**config.mk**
```make
export PLATFORM = sky130hd
export DESIGN_NAME = crb_top
export DESIGN_NICKNAME = d
export VERILOG_FILES = /design/src/include/crb_pkg.sv /design/src/design/crb_por_blank.sv /design/src/design/crb_port_decode.sv /design/src/design/crb_top.sv
export SDC_FILE = /design/constraint.sdc
export NUM_CORES = 1
export LEC_CHECK = 0
export BUFFER_PORTS_ARGS = -buffer_cell sky130_fd_sc_hd__buf_2
export CAP_MARGIN = 0
export CORE_UTILIZATION = 45
export CTS_CLUSTER_DIAMETER = 120
export DETAILED_ROUTE_END_ITERATION = 7
export GPL_ROUTABILITY_DRIVEN = 0
export GPL_TIMING_DRIVEN = 1
export PLACE_DENSITY_LB_ADDON = 0.3
export SYNTH_ARGS = -nofsm -noshare
export SYNTH_HDL_FRONTEND = slang
export SYNTH_SLANG_ARGS = --single-unit
```
**constraint.sdc**
```tcl
create_clock -name sys_clk -period 4.93 [get_ports sys_clk]
set_input_delay 0.2465 -clock sys_clk [delete_from_list [all_inputs] [get_ports sys_clk]]
set_output_delay 0.2465 -clock sys_clk [all_outputs]
set_load 0.02 [all_outputs]
```
**src/include/crb_pkg.sv**
```systemverilog
// crb_pkg: constants and register table of the configuration register bank
package crb_pkg;

  // ----------------------------------------------------------------------
  // timing
  // ----------------------------------------------------------------------
  localparam int CRB_CLK_HZ        = 40_000_000;
  localparam int CRB_POR_BLOCK_US  = 500;
  localparam int CRB_POR_BLOCK_CYC = CRB_POR_BLOCK_US * (CRB_CLK_HZ / 1_000_000);

  // ----------------------------------------------------------------------
  // configuration port keys and fixed indexes
  // ----------------------------------------------------------------------
  localparam logic [7:0] CRB_KEY_ENTER   = 8'h55;
  localparam logic [7:0] CRB_KEY_EXIT    = 8'hAA;
  localparam logic [7:0] CRB_IDX_CTRL    = 8'h02;
  localparam logic [7:0] CRB_IDX_LDN     = 8'h07;
  localparam logic [7:0] CRB_IDX_ID      = 8'h20;
  localparam logic [7:0] CRB_IDX_REV     = 8'h21;
  localparam logic [7:0] CRB_IDX_BASE_LO = 8'h26;
  localparam logic [7:0] CRB_IDX_BASE_HI = 8'h27;
  localparam logic [7:0] CRB_IDX_FIO_HI  = 8'h60;
  localparam logic [7:0] CRB_IDX_FIO_LO  = 8'h61;
  localparam logic [7:0] CRB_BASE_LO_S0  = 8'hF0;  // strap low
  localparam logic [7:0] CRB_BASE_LO_S1  = 8'h70;  // strap high
  localparam logic [7:0] CRB_BASE_HI_RST = 8'h03;
  localparam logic [7:0] CRB_LD_FLOPPY   = 8'h00;
  localparam logic [7:0] CRB_LD_RSVD     = 8'h01;
  localparam int         CRB_SOFT_BIT    = 0;

  // ----------------------------------------------------------------------
  // register table: index, reset value, reset class
  // ----------------------------------------------------------------------
  localparam int CRB_NREG     = 24;
  localparam int CRB_CLS_HARD = 0;  // hard reset and main power-on
  localparam int CRB_CLS_VTR  = 1;  // standby power-on
  localparam int CRB_CLS_SOFT = 2;  // soft reset
  localparam int CRB_CLS_LD0  = 3;  // lives in the floppy unit bank
  localparam int CRB_CLS_WO   = 4;  // write only, reads zero

  localparam logic [7:0] CRB_REG_IDX [CRB_NREG] = '{
    8'h02, 8'h03, 8'h07, 8'h22, 8'h23, 8'h24, 8'h26, 8'h27, 8'h28,
    8'h2B, 8'h2C, 8'h2D, 8'h2E, 8'h2F,
    8'h30, 8'h60, 8'h61, 8'h70, 8'h74, 8'hF0, 8'hF1, 8'hF2, 8'hF4, 8'hF5};
  localparam logic [7:0] CRB_REG_RST [CRB_NREG] = '{
    8'h00, 8'h03, 8'h00, 8'h00, 8'h00, 8'h04, 8'hF0, 8'h03, 8'h00,
    8'h00, 8'h00, 8'h00, 8'h00, 8'h00,
    8'h00, 8'h03, 8'hF0, 8'h06, 8'h02, 8'h0E, 8'h00, 8'hFF, 8'h00, 8'h00};
  localparam logic [7:0] CRB_REG_CLS [CRB_NREG] = '{
    8'h13, 8'h03, 8'h07, 8'h07, 8'h03, 8'h03, 8'h01, 8'h01, 8'h05,
    8'h02, 8'h02, 8'h02, 8'h02, 8'h02,
    8'h0F, 8'h0F, 8'h0F, 8'h0F, 8'h0F, 8'h0B, 8'h0B, 8'h0B, 8'h0B, 8'h0B};

  // table positions of registers that steer outputs
  localparam int CRB_POS_LDN     = 2;
  localparam int CRB_POS_BASE_LO = 6;
  localparam int CRB_POS_BASE_HI = 7;
  localparam int CRB_POS_ACT     = 14;
  localparam int CRB_POS_FIO_HI  = 15;
  localparam int CRB_POS_FIO_LO  = 16;
  localparam int CRB_POS_IRQ     = 17;
  localparam int CRB_POS_DMA     = 18;

endpackage

```
**src/design/crb_por_blank.sv**
```systemverilog
// crb_por_blank: holds off host access for a fixed count after main power-on
`timescale 1ns/10ps
module crb_por_blank #(
  parameter int CYCLES = 20000
) (
  // clock and reset
  input  logic sys_clk,
  input  logic rstn,
  // status
  output logic blocked
);
  localparam int CW = $clog2(CYCLES + 1);

  initial begin
    if (CYCLES < 1) $error("crb_por_blank: CYCLES must be at least 1");
  end

  logic [CW-1:0] cnt_q;
  logic          blocked_q;

  // ----------------------------------------------------------------------
  // counter runs only after the main power-on, never after other resets
  // ----------------------------------------------------------------------
  always_ff @(posedge sys_clk or negedge rstn) begin
    if (!rstn) begin
      cnt_q     <= '0;
      blocked_q <= 1'b1;
    end else if (blocked_q) begin
      cnt_q <= cnt_q + CW'(1);
      if (cnt_q == CW'(CYCLES - 1)) begin
        blocked_q <= 1'b0;
      end
    end
  end

  assign blocked = blocked_q;
endmodule // crb_por_blank

```
**src/design/crb_port_decode.sv**
```systemverilog
// crb_port_decode: configuration key, index port and data port decoding
`timescale 1ns/10ps
module crb_port_decode (
  // clock and reset
  input  logic        sys_clk,
  input  logic        rstn,
  input  logic        mode_clr,
  // host i/o cycle, already gated by the power-on hold-off
  input  logic [15:0] io_addr,
  input  logic        aen,
  input  logic        io_wr,
  input  logic        io_rd,
  input  logic [7:0]  io_wdata,
  input  logic [15:0] port_base,
  // decoded results
  output logic        cfg_mode,
  output logic [7:0]  index_q,
  output logic        data_wr,
  output logic        data_rd,
  output logic        index_rd
);
  import crb_pkg::*;

  logic at_index;
  logic at_data;
  logic mode_q;

  // address decode; aen high marks a dma cycle that must not hit us
  assign at_index = !aen && (io_addr == port_base);
  assign at_data  = !aen && (io_addr == 16'(port_base + 16'h0001));

  // ----------------------------------------------------------------------
  // run / configuration state; 0x55 enters, 0xAA leaves
  // ----------------------------------------------------------------------
  always_ff @(posedge sys_clk or negedge rstn) begin
    if (!rstn) begin
      mode_q <= 1'b0;
    end else if (mode_clr) begin
      mode_q <= 1'b0;
    end else if (io_wr && at_index) begin
      if (!mode_q && io_wdata == CRB_KEY_ENTER) begin
        mode_q <= 1'b1;
      end else if (mode_q && io_wdata == CRB_KEY_EXIT) begin
        mode_q <= 1'b0;
      end
    end
  end

  // index pointer shares the key address while in configuration state
  always_ff @(posedge sys_clk or negedge rstn) begin
    if (!rstn) begin
      index_q <= 8'h00;
    end else if (mode_clr) begin
      index_q <= 8'h00;
    end else if (io_wr && at_index && mode_q && io_wdata != CRB_KEY_EXIT) begin
      index_q <= io_wdata;
    end
  end

  // index and data ports answer only in configuration state
  assign data_wr  = io_wr && at_data && mode_q;
  assign data_rd  = io_rd && at_data && mode_q;
  assign index_rd = io_rd && at_index && mode_q;
  assign cfg_mode = mode_q;
endmodule // crb_port_decode

```
**src/design/crb_top.sv**
```systemverilog
// crb_top: global and floppy unit configuration register bank
//
// Notes on behaviour
// - for 500 us after main power-on every host access is ignored.
// - index 0x20 reads a fixed part identification byte, writes do nothing.
// - index 0x21 reads a fixed revision byte, writes do nothing.
// - index 0x26 resets to 0xF0 with strap low and 0x70 with strap high, on hard and main resets.
// - index 0x27 resets to 0x03 on hard and main resets only, other resets leave it.
// - indexes 0x60 and 0x61 reset to 0x03 and 0xF0 on main, hard, standby and soft resets and are writable.
// - logical device 1 is reserved and has no registers.
// - writing 0x55 to the configuration port enters configuration mode, 0xAA leaves it.
// - index 0x07 selects the logical device bank, data port sits one above the index port.
// - writing bit 0 of the control register as one makes a soft reset of soft-reset registers.
`timescale 1ns/10ps
module crb_top
  import crb_pkg::*;
#(
  parameter int         POR_BLOCK_CYCLES = crb_pkg::CRB_POR_BLOCK_CYC,
  parameter logic [7:0] PART_ID          = 8'hA5,  // arbitrary value
  parameter logic [7:0] PART_REV         = 8'h13   // arbitrary value
) (
  // clock and reset sources
  input  logic        sys_clk,
  input  logic        rstn,
  input  logic        host_hard_reset_in,
  input  logic        vtr_por_in,
  input  logic        base_select_strap,
  // host i/o bus
  input  logic [15:0] io_addr,
  input  logic        aen,
  input  logic        io_wr,
  input  logic        io_rd,
  input  logic [7:0]  io_wdata,
  output logic [7:0]  io_rdata,
  output logic        io_rdata_valid,
  // status
  output logic        cfg_mode,
  output logic        host_blocked,
  output logic [15:0] config_port_base,
  // floppy unit settings
  output logic        floppy_unit_active,
  output logic [15:0] floppy_io_base,
  output logic [7:0]  floppy_irq_select,
  output logic [7:0]  floppy_dma_select
);
  import crb_pkg::*;

  initial begin
    if (POR_BLOCK_CYCLES < 1) $error("crb_top: POR_BLOCK_CYCLES must be at least 1");
  end

  // ----------------------------------------------------------------------
  // reset sources
  // ----------------------------------------------------------------------
  logic       por_pend_q;
  logic       soft_q;
  logic       mode_clr;
  logic [7:0] strap_rst;
  logic [7:0] reg_q [CRB_NREG];
  logic       blk;
  logic       g_wr;
  logic       g_rd;
  logic [7:0] index_q;
  logic       data_wr;
  logic       data_rd;
  logic       index_rd;
  logic [7:0] rd_val;
  logic [7:0] rdata_q;
  logic       rvalid_q;

  // the strap cannot be loaded under the asynchronous reset, so the first
  // cycle after release reloads strap-dependent registers
  always_ff @(posedge sys_clk or negedge rstn) begin
    if (!rstn) begin
      por_pend_q <= 1'b1;
    end else begin
      por_pend_q <= 1'b0;
    end
  end

  // strap value followed while hard reset is held, last one sticks
  assign strap_rst = base_select_strap ? CRB_BASE_LO_S1 : CRB_BASE_LO_S0;

  // hard and standby resets return the port to run state
  assign mode_clr = host_hard_reset_in | vtr_por_in | por_pend_q;

  // soft reset pulse, one cycle after the control write
  always_ff @(posedge sys_clk or negedge rstn) begin
    if (!rstn) begin
      soft_q <= 1'b0;
    end else begin
      soft_q <= data_wr && index_q == CRB_IDX_CTRL && io_wdata[CRB_SOFT_BIT]
                && !mode_clr;
    end
  end

  // ----------------------------------------------------------------------
  // power-on hold-off and port decode
  // ----------------------------------------------------------------------
  crb_por_blank #(
    .CYCLES (POR_BLOCK_CYCLES)
  ) u_blank (
    .sys_clk (sys_clk),
    .rstn    (rstn),
    .blocked (blk)
  );

  // accesses during hold-off are dropped before any decode
  assign g_wr = io_wr && !blk;
  assign g_rd = io_rd && !blk;

  crb_port_decode u_port (
    .sys_clk   (sys_clk),
    .rstn      (rstn),
    .mode_clr  (mode_clr),
    .io_addr   (io_addr),
    .aen       (aen),
    .io_wr     (g_wr),
    .io_rd     (g_rd),
    .io_wdata  (io_wdata),
    .port_base (config_port_base),
    .cfg_mode  (cfg_mode),
    .index_q   (index_q),
    .data_wr   (data_wr),
    .data_rd   (data_rd),
    .index_rd  (index_rd)
  );

  // ----------------------------------------------------------------------
  // register storage, one entry per table row
  // ----------------------------------------------------------------------
  for (genvar g = 0; g < CRB_NREG; g++) begin : g_reg
    localparam logic [7:0] CLS = CRB_REG_CLS[g];
    logic       hit_rst;
    logic       hit_wr;
    logic [7:0] rst_val;

    // only the base low byte follows the strap
    assign rst_val = (CRB_REG_IDX[g] == CRB_IDX_BASE_LO) ? strap_rst : CRB_REG_RST[g];
    // each register sees the first cycle after main reset plus the reset sources its class lists
    assign hit_rst = por_pend_q
                   | (CLS[CRB_CLS_HARD] & host_hard_reset_in)
                   | (CLS[CRB_CLS_VTR]  & vtr_por_in)
                   | (CLS[CRB_CLS_SOFT] & soft_q);
    // bank registers answer only for the floppy unit bank
    assign hit_wr  = data_wr && index_q == CRB_REG_IDX[g]
                   && (!CLS[CRB_CLS_LD0] || reg_q[CRB_POS_LDN] == CRB_LD_FLOPPY);

    // reset beats a write landing in the same cycle
    always_ff @(posedge sys_clk or negedge rstn) begin
      if (!rstn) begin
        reg_q[g] <= CRB_REG_RST[g];
      end else if (hit_rst) begin
        reg_q[g] <= rst_val;
      end else if (hit_wr) begin
        reg_q[g] <= io_wdata;
      end
    end
  end

  // ----------------------------------------------------------------------
  // read path
  // ----------------------------------------------------------------------
  // anything not matched falls through to zero
  always_comb begin
    rd_val = 8'h00;
    if (index_q == CRB_IDX_ID) begin
      rd_val = PART_ID;
    end else if (index_q == CRB_IDX_REV) begin
      rd_val = PART_REV;
    end else begin
      for (int i = 0; i < CRB_NREG; i++) begin
        if (index_q == CRB_REG_IDX[i] && !CRB_REG_CLS[i][CRB_CLS_WO]
            && (!CRB_REG_CLS[i][CRB_CLS_LD0]
                || reg_q[CRB_POS_LDN] == CRB_LD_FLOPPY)) begin
          rd_val = reg_q[i];
        end
      end
    end
  end

  // read data is registered and marked valid one cycle after the strobe
  always_ff @(posedge sys_clk or negedge rstn) begin
    if (!rstn) begin
      rdata_q  <= 8'h00;
      rvalid_q <= 1'b0;
    end else begin
      rvalid_q <= data_rd | index_rd;
      if (data_rd) begin
        rdata_q <= rd_val;
      end else if (index_rd) begin
        rdata_q <= index_q;
      end
    end
  end

  // ----------------------------------------------------------------------
  // outputs
  // ----------------------------------------------------------------------
  assign io_rdata           = rdata_q;
  assign io_rdata_valid     = rvalid_q;
  assign host_blocked       = blk;
  assign config_port_base   = {reg_q[CRB_POS_BASE_HI], reg_q[CRB_POS_BASE_LO]};
  assign floppy_unit_active = reg_q[CRB_POS_ACT][0];
  assign floppy_io_base     = {reg_q[CRB_POS_FIO_HI], reg_q[CRB_POS_FIO_LO]};
  assign floppy_irq_select  = reg_q[CRB_POS_IRQ];
  assign floppy_dma_select  = reg_q[CRB_POS_DMA];

  logic cfg_key_wr;
  assign cfg_key_wr = io_wr && !aen && io_addr == config_port_base;
endmodule // crb_top

```
==> summary.txt <==
Setup path
  – Most used cell, CP: or3_1
  – Critical Path Fanout Max: 14
  – Max incr delay on CP: 0.73 ns
  – WS Path Type: reg2reg
  – CP required: 5.32 ns
  – Critical Path, Cell by Cell: nand4_1, or3_1, or3_1, a22oi_1, or3b_2, buf_12, nor4_4, mux2i_1, nor2_1
  – WP data arrival: 4.83 ns
  – Critical Path Sink Type: flop
  – Largest delay share family, worst path: simple AND/OR/NAND/NOR gates
  – Setup crit start kind: flop
  – Bufs and invs on worst path: 1
  – Flop2flop setup slack: 0.49 ns
  – Slowest cell on crit path: or3b_2

Synth
  – FF+latch count, synth: 220
  – Avg Cell Area, Syn: 9.79 sq um
  – Yosys cell types: 86
  – Cell count after synthesis: around 1,300
  – Mapped Nets: 1,342
  – Synth Flop Type: dfrtp_1
  – Yosys Warn Count: 0
  – Post-Syn Area: 12,800 sq um
  – Sequential area share after synthesis: between 40% and 50%
  – FFs w/ async S/R, synth: 100%
  – Number of flops mapped to enable cells by yosys: 0

Placement
  – Port Buf Inserts: 91
  – Detailed Place HPWL: ~28,000 microns
  – Setup Slack @ Placement: 0.592 ns

Routing
  – DRT iter0 DRCs: around 1,100
  – Final wirelength: 41,200 microns
  – Vias: about 11,000
  – WL per Instance: 23.9 microns
  – Via density per instance: about 6.3
  – Drt pass-1 iters: 5
  – DRC viols: 0
  – Post-DRT Antenna Nets: 0

Floorplan
  – Initial Util: between 40 and 50%
  – Core box area: 27,900 sq um
  – Die width: 171 microns
  – I/O Pins: 92
  – Die area: 29,100 sq um
  – Die height: about 170 microns
  – Site Rows: between 60 and 70

Clock network
  – Later-pin clock latency in the skew report: 0.55 ns
  – Worst-path clk slew: 0.06 ns
  – CTS H-tree depth: 1
  – Total CTS buffers: 25
  – CTS tree: yes
  – Root Buffer: clkbuf_16
  – CTS Buffer Depth: 3
  – CTS sink cnt: 220

Timing
  – Final Max Tran Viols: 0
  – Max Fclk: 0.225 GHz
  – Pin slew with the least headroom to its limit: 1.10 ns
  – Final Hold Viols: 0
  – Clock skew: 0.0148 ns
  – Worst setup margin: 0.490 ns
  – Slew headroom: 26.1%
  – Setup_tns: 0 ns
  – Minimum hold slack: 0.167 ns
  – Minimum clock period: 4.44 ns
  – Period utilization: 90.1%
  – RSZ-0062 raised after global routing: no
  – Setup violations, final: 0

Global routing
  – Met3 usage: 5.11%
  – Busiest grt layer: met2
  – Largest net degree at the start of global routing: ~150
  – Overall Global Routing Usage: approximately 29%
  – Vias in the first global route: 10,500
  – First-pass GRT wire length: 63,700 microns
  – Met1 usage: between 40% and 50%
  – Initial antenna violation count: 0
  – Met2 Use GR: 43.9%
  – GR Overflow Total: 0

Power and ir drop
  – Total Power: 3850 uW
  – Peak supply drop: 0.000265 V
  – Pwr Density: 272 nW/um^2
  – Leakage power: 0.00590 uW

Cells and area
  – Nets: 1,356
  – Layout Area Growth over Synthesis: 10.7%
  – Layout cells sized above 1: 18.3%
  – Number of inserted diodes: 0

Outcome
  – Status: completed

Flow run
  – Max cap viols: 0

Min path
  – Type of the worst min-delay path: in2reg
per-layer routing:
metal  share of wire (%)  vias up
met2                  45      545
met5                   0        -
met1                  43     5382
met4                 4.2        0
met3                 8.2      112
li1                    -     4727
worst reg2reg max path, stage by stage, from the launching register on:
cell and delay [ns]:
dfrtp_1 0.67, nand4_1 0.46, or3_1 0.52, or3_1 0.36, a22oi_1 0.21, or3b_2 0.73, buf_12 0.29, nor4_4 0.73
mux2i_1 0.27, nor2_1 0.06
power breakdown:
part / total (uW) / switching [uW] / leakage, uW / internal, uW
Sequential: 1810 / 4.23 / 0.00296 / 1810
Clock: 1870 / 799 / 0.000403 / 1070
Combinational: 171 / 133 / 0.00254 / 38.2
Total: 3850 / 936 / 0.00590 / 2920
synth_stat cells, types with 7 or more instances:
master / number / share of area [%]
or4_1: 14 / 0.82
clkbuf_1: 75 / 2.2
xnor2_1: 30 / 2.1
o2bb2ai_1: 7 / 0.48
and3_1: 12 / 0.59
o211ai_1: 12 / 0.70
nand2_1: 118 / 3.5
nor3_1: 32 / 1.3
a22oi_1: 12 / 0.70
a31oi_1: 9 / 0.44
nor2b_1: 9 / 0.44
mux2i_1: 194 / 15
inv_1: 10 / 0.29
o21ai_0: 24 / 0.94
nor4_4: 13 / 2.2
a22o_1: 9 / 0.62
dfrtp_1: 189 / 37
nor2_1: 162 / 4.7
dfstp_2: 31 / 6.4
buf_1: 7 / 0.21
nor4b_1: 13 / 0.89
nor4_1: 13 / 0.64
a221oi_1: 8 / 0.55
o21ai_1: 10 / 0.39
nand4_1: 22 / 1.1
o22ai_1: 9 / 0.44
a21oi_1: 27 / 1.1
mux2_2: 8 / 0.70
xor2_1: 12 / 0.82
buf_4: 49 / 2.9
nand3_1: 38 / 1.5
or3_1: 10 / 0.49
area by class of cell:
class                           instances  area (sq um)
Timing Repair Buffer                  126           758
Inverter                               11          41.3
Fill cell                            2552         13700
Multi-Input combinational cell        938          6540
Tap cell                              378           473
Clock buffer                           32           702
Clock inverter                         14           128
Sequential cell                       220          5540
timing repair:
| action | 4_1_cts | 5_1_grt |
|---|---|---|
| endpoints found under the hold margin | 64 | 0 |
| hold buffers | 2 | 0 |
| buffers inserted | 0 | 0 |
| resized for setup | 0 | 0 |
worst paths after layout:
kind                                           from                   to  cells after the start
worst max-delay path            config_port_base[2]           reg_q[144]                      9
worst min-delay path             host_hard_reset_in  config_port_base[2]                      3
worst max register to register  config_port_base[2]           reg_q[144]                      9
worst min register to register    u_blank.cnt_q[14]    u_blank.cnt_q[14]                      1
max in group asynchronous                      rstn            reg_q[32]                      3
min in group asynchronous                      rstn      u_port.cfg_mode                      2
placed cells by master, fill, tap and decap left out, drive strengths merged, types with 7 or more instances in the layout:
cell and count:
a21oi 27, a22oi 12, nor4 27, o211ai 12
inv 12, o22ai 9, or2 7, a31oi 9
nor2b 9, nand4 22, xnor2 30, a221oi 8
nand2 118, dfrtp 189, buf 124, nor2 162
clkinv 8, mux2 9, nor3 33, o2bb2ai 7
a22o 9, clkbuf 32, nor4b 13, or3 10
o21ai 34, xor2 12, nand3 38, or4 14
mux2i 194, and3 12, dfstp 31
per-stage QoR:
| stage | cell area, sq um | cells | util [%] |
|---|---|---|---|
| global route | 14200 | 1719 | 50.9 |
| detailed placement | 13300 | 1671 | 47.9 |
| global placement | 13300 | 1671 | 47.9 |
| floorplan | 12800 | 1308 | - |
| CTS | 14200 | 1719 | 50.9 |
| finish | 14200 | 1719 | 50.9 |
flip-flops by register name (all words and copies together), names as in the netlist:
| register | cells |
|---|---|
| u_port.index_q | 8 |
| floppy_dma_select | 8 |
| u_blank.blocked | 1 |
| u_blank.cnt_q | 15 |
| floppy_unit_active | 1 |
| reg_q | 135 |
| soft_q | 1 |
| config_port_base | 16 |
| por_pend_q | 1 |
| floppy_irq_select | 8 |
| floppy_io_base | 16 |
| u_port.cfg_mode | 1 |
| io_rdata_valid | 1 |
| io_rdata | 8 |
cell families after synthesis:
logic type | count (synthesis) | share of synthesized area (%)
xor+xnor | 42 | 2.87
flops | 220 | 43.3
other cells | 1 | 0.0293
mux | 204 | 16.1
fa+ha+maj | 2 | 0.195
buf+inv | 150 | 6.08
simple gates | 510 | 21.5
compound gates | 179 | 9.94
Note: power is estimated with default switching activity, not from simulation.
